File: src/verilog/port_iso_pkg.sv
/*
  Constants for the root-port status register and the isochronous descriptor maps:
  register offsets, field positions, reset values and the scheduler walk states.
  Assumes a 16-bit byte address on the processor side and 32 descriptors per category.
*/
package port_iso_pkg;
  localparam logic [15:0] PORTSC_OFF = 16'h0064;
  localparam logic [15:0] ISO_DONE_OFF = 16'h0130;
  localparam logic [15:0] ISO_BYPASS_OFF = 16'h0134;

  localparam int TEST_LSB = 16;
  localparam int TEST_MSB = 19;
  localparam int IND_LSB = 14;
  localparam int IND_MSB = 15;
  localparam int OWN_BIT = 13;
  localparam int POWER_BIT = 12;
  localparam int DP_BIT = 11;
  localparam int DM_BIT = 10;
  localparam int PRST_BIT = 8;
  localparam int SLEEP_BIT = 7;
  localparam int RESUME_BIT = 6;
  localparam int ENABLE_BIT = 2;
  localparam int CHANGE_BIT = 1;
  localparam int PRESENT_BIT = 0;

  localparam logic [3:0] TEST_RST = 4'h0;
  localparam logic [1:0] IND_RST = 2'h0;
  localparam logic OWN_RST = 1'b1;
  localparam logic FLAG_RST = 1'b0;
  localparam logic [31:0] DONE_RST = 32'h00000000;
  localparam logic [31:0] BYPASS_RST = 32'hffffffff;
  localparam logic [31:0] RDATA_RST = 32'h00000000;

  typedef enum logic {WALK_IDLE, WALK_RUN} walk_state_t;
endpackage

File: src/verilog/skip_scan_if.sv
/*
  Interface between the register bank and the descriptor skip decision.
  Assumes the bank drives the current position and the descriptor's fields.
*/
`timescale 1ns/10ps
interface skip_scan_if #(parameter int COUNT = 32, parameter int IW = 5);
  logic [IW-1:0] index;
  logic [COUNT-1:0] bypass;
  logic valid;
  logic link_valid;
  logic [IW-1:0] link;
  logic process;
  logic [IW-1:0] next_index;
  modport scan (input index, input bypass, input valid, input link_valid, input link,
                output process, output next_index);
  modport ctrl (output index, output bypass, output valid, output link_valid, output link,
                input process, input next_index);
endinterface

File: src/verilog/descriptor_skip_scan.sv
/*
  Combinational skip decision for one descriptor position of the isochronous category.
  Assumes COUNT is a power of two, so the step past the last position wraps to zero.
*/
`timescale 1ns/10ps
module descriptor_skip_scan #(
  parameter int COUNT = 32,
  parameter int IW = 5
) (
  skip_scan_if.scan scan
);
  wire logic bypassed;

  assign bypassed = scan.bypass[scan.index];
  // A bypassed slot is never processed, whatever its valid flag says.
  assign scan.process = scan.valid & ~bypassed;
  // The link of a skipped slot is ignored; the walk just moves on.
  assign scan.next_index = (scan.process & scan.link_valid) ? scan.link : IW'(scan.index + 1'b1);
endmodule // descriptor_skip_scan

File: src/verilog/port_status_iso_regs.sv
/*
  Root-port status and control register plus the isochronous completion and bypass maps,
  with the descriptor walk that honours the bypass map.
  Assumes a simple synchronous processor port (one-cycle read and write strobes), port
  status levels synchronous to clock, and completion pulses from the scheduler.
*/
`timescale 1ns/10ps

module port_status_iso_regs #(
  parameter int COUNT = 32,
  parameter int IW = 5
) (
  input wire logic clock,
  input wire logic sys_rst,
  input wire logic [15:0] bus_addr,
  input wire logic bus_wr,
  input wire logic bus_rd,
  input wire logic [31:0] bus_wdata,
  output logic [31:0] bus_rdata,
  input wire logic configured_flag,
  input wire logic indicator_capable,
  input wire logic power_switch_capable,
  input wire logic line_dp,
  input wire logic line_dm,
  input wire logic port_connected,
  input wire logic port_in_reset,
  input wire logic port_suspended,
  input wire logic resume_detected,
  input wire logic [COUNT-1:0] desc_done,
  input wire logic sched_start,
  input wire logic sched_stop,
  input wire logic sched_step,
  input wire logic desc_valid,
  input wire logic desc_link_valid,
  input wire logic [IW-1:0] desc_link,
  output logic [3:0] port_test_select,
  output logic [1:0] indicator_control,
  output logic companion_ownership,
  output logic port_power,
  output logic port_enable,
  output logic sleep_request,
  output logic resume_drive,
  output logic sched_active,
  output logic [IW-1:0] sched_index,
  output logic sched_process
);
  logic [31:0] rdata_reg;
  logic [3:0] test_reg;
  logic [1:0] ind_reg;
  logic own_reg;
  logic power_reg;
  logic power_out_reg;
  logic enable_reg;
  logic sleep_reg;
  logic resume_reg;
  logic present_reg;
  logic change_reg;
  logic cf_prev_reg;
  logic [COUNT-1:0] done_reg;
  logic [COUNT-1:0] bypass_reg;
  port_iso_pkg::walk_state_t walk_reg;
  logic [IW-1:0] index_reg;
  logic process_reg;

  wire logic wr_portsc;
  wire logic wr_bypass;
  wire logic rd_done;
  wire logic eff_power;
  wire logic cf_rise;
  wire logic sleep_view;
  wire logic resume_view;
  wire logic own_next;
  wire logic [1:0] ind_next;
  wire logic enable_next;
  wire logic change_next;
  wire logic [COUNT-1:0] done_next;
  wire logic [31:0] portsc_view;
  wire logic [31:0] read_value;
  wire logic walk_advance;

  skip_scan_if #(.COUNT(COUNT), .IW(IW)) scan_bus ();

  descriptor_skip_scan #(.COUNT(COUNT), .IW(IW)) skip_scan (
    .scan(scan_bus.scan)
  );

  assign wr_portsc = bus_wr & (bus_addr == port_iso_pkg::PORTSC_OFF);
  assign wr_bypass = bus_wr & (bus_addr == port_iso_pkg::ISO_BYPASS_OFF);
  assign rd_done = bus_rd & (bus_addr == port_iso_pkg::ISO_DONE_OFF);

  // Without switching capability the port is powered for good and the bit is fixed at one.
  assign eff_power = power_switch_capable ? power_reg : 1'b1;
  assign cf_rise = configured_flag & ~cf_prev_reg;
  assign sleep_view = sleep_reg | port_suspended;
  assign resume_view = resume_reg | resume_detected;

  // Holding ownership while unconfigured takes priority over the rising-edge clear.
  assign own_next = !configured_flag ? 1'b1 :
                    cf_rise ? 1'b0 :
                    wr_portsc ? bus_wdata[port_iso_pkg::OWN_BIT] : own_reg;
  assign ind_next = (wr_portsc & indicator_capable) ?
                    bus_wdata[port_iso_pkg::IND_MSB:port_iso_pkg::IND_LSB] : ind_reg;
  // A detach disables the port, so a stale enable never outlives its device.
  assign enable_next = (present_reg & ~port_connected) ? 1'b0 :
                       wr_portsc ? bus_wdata[port_iso_pkg::ENABLE_BIT] : enable_reg;
  // Writing one acknowledges the change; a fresh change in the same cycle wins.
  assign change_next = (port_connected != present_reg) |
                       (change_reg & ~(wr_portsc & bus_wdata[port_iso_pkg::CHANGE_BIT]));
  // Clear-on-read drops only what was returned; new completions are ORed in last.
  assign done_next = (done_reg & ~(rd_done ? done_reg : {COUNT{1'b0}})) | desc_done;

  // Status and indicator fields are gated by port power; test, owner and line state are not.
  assign portsc_view = {12'h000, test_reg, ind_reg & {2{eff_power}}, own_reg, eff_power,
                        line_dp, line_dm, 1'b0,
                        port_in_reset & eff_power,
                        sleep_view & eff_power, resume_view & eff_power, 3'h0,
                        enable_reg & eff_power, change_reg & eff_power,
                        present_reg & eff_power};

  assign read_value = (bus_addr == port_iso_pkg::PORTSC_OFF) ? portsc_view :
                      (bus_addr == port_iso_pkg::ISO_DONE_OFF) ? 32'(done_reg) :
                      (bus_addr == port_iso_pkg::ISO_BYPASS_OFF) ? 32'(bypass_reg) : 32'h00000000;

  assign scan_bus.index = index_reg;
  assign scan_bus.bypass = bypass_reg;
  assign scan_bus.valid = desc_valid;
  assign scan_bus.link_valid = desc_link_valid;
  assign scan_bus.link = desc_link;
  assign walk_advance = (walk_reg == port_iso_pkg::WALK_RUN) & sched_step;

  always_ff @(posedge clock) begin
    if (sys_rst) begin
      rdata_reg <= port_iso_pkg::RDATA_RST;
    end else if (bus_rd) begin
      rdata_reg <= read_value;
    end
  end

  always_ff @(posedge clock) begin
    if (sys_rst) begin
      test_reg <= port_iso_pkg::TEST_RST;
      power_reg <= port_iso_pkg::FLAG_RST;
      sleep_reg <= port_iso_pkg::FLAG_RST;
      resume_reg <= port_iso_pkg::FLAG_RST;
    end else if (wr_portsc) begin
      test_reg <= bus_wdata[port_iso_pkg::TEST_MSB:port_iso_pkg::TEST_LSB];
      power_reg <= bus_wdata[port_iso_pkg::POWER_BIT];
      sleep_reg <= bus_wdata[port_iso_pkg::SLEEP_BIT];
      resume_reg <= bus_wdata[port_iso_pkg::RESUME_BIT];
    end
  end

  always_ff @(posedge clock) begin
    if (sys_rst) begin
      ind_reg <= port_iso_pkg::IND_RST;
      own_reg <= port_iso_pkg::OWN_RST;
      enable_reg <= port_iso_pkg::FLAG_RST;
      present_reg <= port_iso_pkg::FLAG_RST;
      change_reg <= port_iso_pkg::FLAG_RST;
      cf_prev_reg <= port_iso_pkg::FLAG_RST;
      power_out_reg <= port_iso_pkg::FLAG_RST;
    end else begin
      ind_reg <= ind_next;
      own_reg <= own_next;
      enable_reg <= enable_next;
      present_reg <= port_connected;
      change_reg <= change_next;
      cf_prev_reg <= configured_flag;
      power_out_reg <= eff_power;
    end
  end

  always_ff @(posedge clock) begin
    if (sys_rst) begin
      done_reg <= COUNT'(port_iso_pkg::DONE_RST);
      bypass_reg <= COUNT'(port_iso_pkg::BYPASS_RST);
    end else begin
      done_reg <= done_next;
      bypass_reg <= wr_bypass ? COUNT'(bus_wdata) : bypass_reg;
    end
  end

  // The walk restarts at position zero on a start from idle; a stop wins over a step.
  always_ff @(posedge clock) begin
    if (sys_rst) begin
      walk_reg <= port_iso_pkg::WALK_IDLE;
      index_reg <= '0;
      process_reg <= 1'b0;
    end else begin
      case (walk_reg)
        port_iso_pkg::WALK_IDLE: begin
          process_reg <= 1'b0;
          if (sched_start) begin
            walk_reg <= port_iso_pkg::WALK_RUN;
            index_reg <= '0;
          end
        end
        port_iso_pkg::WALK_RUN: begin
          if (sched_stop) begin
            walk_reg <= port_iso_pkg::WALK_IDLE;
            process_reg <= 1'b0;
          end else if (sched_step) begin
            process_reg <= scan_bus.process;
            index_reg <= scan_bus.next_index;
          end
        end
        default: begin
          walk_reg <= port_iso_pkg::WALK_IDLE;
        end
      endcase
    end
  end

  assign bus_rdata = rdata_reg;
  assign port_test_select = test_reg;
  assign indicator_control = ind_reg;
  assign companion_ownership = own_reg;
  assign port_power = power_out_reg;
  assign port_enable = enable_reg;
  assign sleep_request = sleep_reg;
  assign resume_drive = resume_reg;
  assign sched_active = (walk_reg == port_iso_pkg::WALK_RUN);
  assign sched_index = index_reg;
  assign sched_process = process_reg;
endmodule // port_status_iso_regs

File: config.mk
export PLATFORM = sky130hd
export DESIGN_NAME = port_status_iso_regs
export DESIGN_NICKNAME = d
export VERILOG_FILES = /design/src/verilog/port_iso_pkg.sv /design/src/verilog/skip_scan_if.sv /design/src/verilog/descriptor_skip_scan.sv /design/src/verilog/port_status_iso_regs.sv
export SDC_FILE = /design/constraint.sdc
export NUM_CORES = 1
export LEC_CHECK = 0
export BUFFER_PORTS_ARGS = -buffer_cell sky130_fd_sc_hd__buf_2
export CAP_MARGIN = 10
export CORE_MARGIN = 2
export CORE_UTILIZATION = 35
export DETAILED_ROUTE_END_ITERATION = 10
export PLACE_DENSITY = 0.57
export SYNTH_ARGS = -nofsm -noshare
export SYNTH_HDL_FRONTEND = slang
export SYNTH_SLANG_ARGS = --single-unit
File: constraint.sdc
create_clock -name clock -period 4.2 [get_ports clock]
set_input_delay 0.63 -clock clock [delete_from_list [all_inputs] [get_ports clock]]
set_output_delay 0.63 -clock clock [all_outputs]
set_load 0.02 [all_outputs]
==> results.py <==
metrics = {
    "outcome": {
        "status": "completed",
    },
    "timing": {
        "period_share_pct": 65.6,
        "finalMaxSlewViolations": 0,
        "fin_crit_ps": 2760,
        "setup_viol": 0,
        "final-hold-violation-count": 0,
        "slew_headroom_pct": 52.0,
        "rsz0062_at_grt": "false",
        "clock-skew-final_ps": 6.48,
        "setup_tns_ps": 0,
        "worst_slew_pin_slew_ps": 720,
        "max_freq_mhz": 363,
    },
    "final_layout": {
        "multiInputGateArea_mm2": 0.00251,
        "area_delta_synth_final_pct": 29.3,
        "final_common_cell": "buf_2",
        "utilization_pct": 45.8,
        "fillCellCount": 1412,
        "final_cell_mix": "buf_2, dfxtp_1, a21oi_1, nor2_1, nor2b_1",
        "nets": 796,
        "seq_area_mm2": 0.00236,
        "drive_gt1_share_pct": 32.0,
    },
    "synth": {
        "yosysTopAreaCell": "dfxtp_1",
        "synth_seq_cells": 118,
        "syn-num-nets": 659,
        "synth_seq_area_share_pct": 46.4,
        "ys.flop_type": "dfxtp_1",
        "syn_inst": 554,
        "synth-edff-count": 0,
        "avgSynthCellArea_um2": 9.19,
        "yosysWarnings": 0,
        "syn_area_mm2": 0.00509,
        "synth_top_area_share_pct": 46.4,
        "ys_types": 39,
        "synth_async_sr_flop_share_pct": 0,
        "synth_area_leaders": "dfxtp_1, mux2_2, a21oi_1, nor2b_1, a211o_1",
    },
    "routing": {
        "routed_wl_um": 14500,
        "drc": 0,
        "first_iter_violations": 257,
        "wire_per_inst_um": 16.3,
        "via_per_inst": 5.10,
        "first_pass_iters": 4,
        "antenna_left": 0,
        "routed-via-count": 4530,
    },
    "die": {
        "rows": 44,
        "io_pins": 153,
        "core_area_mm2": 0.0144,
        "die_x_um": 125,
        "start_util_pct": 35.4,
        "die_area_mm2": 0.0155,
        "die_h_um": 125,
    },
    "clock_tree": {
        "clk_pin_slew_ps": 50,
        "cts_tree": "built",
        "cts_resized": 0,
        "postCtsHoldBufs": 0,
        "cts_root_buffer": "clkbuf_16",
        "clk_latency_ps": 410,
        "post-cts-setup-buffers": 0,
        "cts_made_buffers": 17,
        "clock-sinks": 118,
        "h-tree-depth": 4,
        "cts_buffer_depth": 2,
    },
    "worst_hold_path": {
        "min_path_type": "in2reg",
        "hold_end": "bypass_reg[0]$_SDFFE_PP1P_",
        "hp-start": "bus_wdata[0]",
        "whs_path_depth": 2,
    },
    "grt": {
        "antenna_found_initial": 4,
        "first_global_vias": 4545,
        "grt_pass1_wl_um": 23100,
        "gr-total-overflow": 0,
        "grt_max_degree": 69,
        "track_usage_pct": 18.8,
    },
    "critical_path": {
        "crit_type": "in2reg",
        "cp.required_ps": 4480,
        "cp.arrival_ps": 3040,
        "start_kind": "input pin",
        "reg2reg_from": "sched_index[1]$_SDFFE_PP0P_",
        "crit_path_end_kind": "flop",
        "path_max_fanout": 25,
        "r2r_cells": 8,
        "worstReg2RegEnd": "sched_index[3]$_SDFFE_PP0P_",
        "r2r_slack_ps": 1580,
    },
    "place": {
        "hpwl_um": 10400,
        "portBuffers": 152,
        "gp_congestion": 0.779,
    },
    "power_and_ir_drop": {
        "p_per_area_mw_per_mm2": 439,
        "clockPowerShare_pct": 53.8,
        "power_frac_comb_pct": 5.9,
        "p_leak_nw": 2.63,
        "seqPwrFrac_pct": 40.3,
        "p_int_mw": 2.29,
        "p_sw_mw": 0.605,
        "switching_share_pct": 20.9,
        "irDropWorstVdd_uv": 256,
    },
    "run": {
        "cap_violations": 0,
    },
}
-- logic make-up after synthesis --
logic type / Yosys count / share of synthesized area, %
AND/OR/NAND/NOR: 201 / 20.3
buffers and inverters: 46 / 4.35
adder cells (fa/ha/maj): 2 / 0.492
flip-flops: 118 / 46.4
multiplexers: 52 / 11.0
AO/OA/AOI/OAI: 135 / 17.4
-- final cells by class --
cell class / instances / area share [%]
Antenna cell: 1 / 0.0380
Clock buffer: 24 / 7.48
Clock inverter: 8 / 2.19
Inverter: 4 / 0.228
Multi-Input combinational cell: 390 / 38.1
Sequential cell: 118 / 35.9
Tap cell: 184 / 3.50
Timing Repair Buffer: 160 / 12.5
-- worst max-delay path, stage by stage --
cell      delay [ps]
buf_2            100
nor4b_1          380
nand3_1          180
nor2_2           100
buf_4            320
and2_0           350
nand2b_1         370
buf_4            350
a21oi_1          180
nor2_1            60
-- routing by layer --
| metal | share of wire, % | up-vias | routed length [um] | global-route usage [%] |
|---|---|---|---|---|
| met5 | 0.17 | - | 24 | 0 |
| met4 | 1.5 | 4 | 223 | 7.14 |
| met3 | 6.6 | 21 | 961 | 6.62 |
| met2 | 47 | 129 | 6780 | 30.8 |
| met1 | 45 | 2127 | 6520 | 22.8 |
| li1 | - | 2249 | - | - |
-- per-stage QoR --
step	power (mW)	instance area [um^2]	hold slack, ps	worst slack (ps)	instances
final	2.89	6580	418	1440	889
after global routing	2.99	6580	404	1110	888
after CTS	2.92	6580	396	1440	888
after detailed placement	1.36	5940	445	993	856
after global placement	1.35	5940	435	1120	856
after floorplan	1.28	5090	427	1920	554
-- cell usage after synthesis (all sizes together) (5+ instances only) --
cell type    n
dfxtp      118
a21oi       65
nor2        54
nor2b       47
nand3       34
a211o       32
mux2        32
nand2       25
clkbuf      24
nand2b      22
mux2i       20
buf         18
a22oi       11
a211oi       8
a221oi       5
a31oi        5
-- power by group through the flow --
stage / Combinational, mW / Sequential, mW / Clock (mW)
global placement: 0.167 / 1.19 / 0
detailed placement: 0.171 / 1.19 / 0
finish: 0.171 / 1.17 / 1.55
CTS: 0.172 / 1.17 / 1.59
global route: 0.188 / 1.17 / 1.64
floorplan: 0.0866 / 1.19 / 0
-- worst max-delay path by stage --
| stage | start | to | depth (start not counted) |
|---|---|---|---|
| finish | bus_addr[7] | done_reg[24]$_SDFF_PP0_ | 10 |
| global route | bus_addr[7] | done_reg[24]$_SDFF_PP0_ | 10 |
| CTS | bus_addr[7] | done_reg[24]$_SDFF_PP0_ | 10 |
| detailed placement | bus_addr[7] | done_reg[24]$_SDFF_PP0_ | 10 |
| global placement | bus_addr[7] | done_reg[2]$_SDFF_PP0_ | 10 |
| floorplan | bus_addr[7] | done_reg[28]$_SDFF_PP0_ | 8 |
Note: power is estimated with default switching activity, not from simulation.
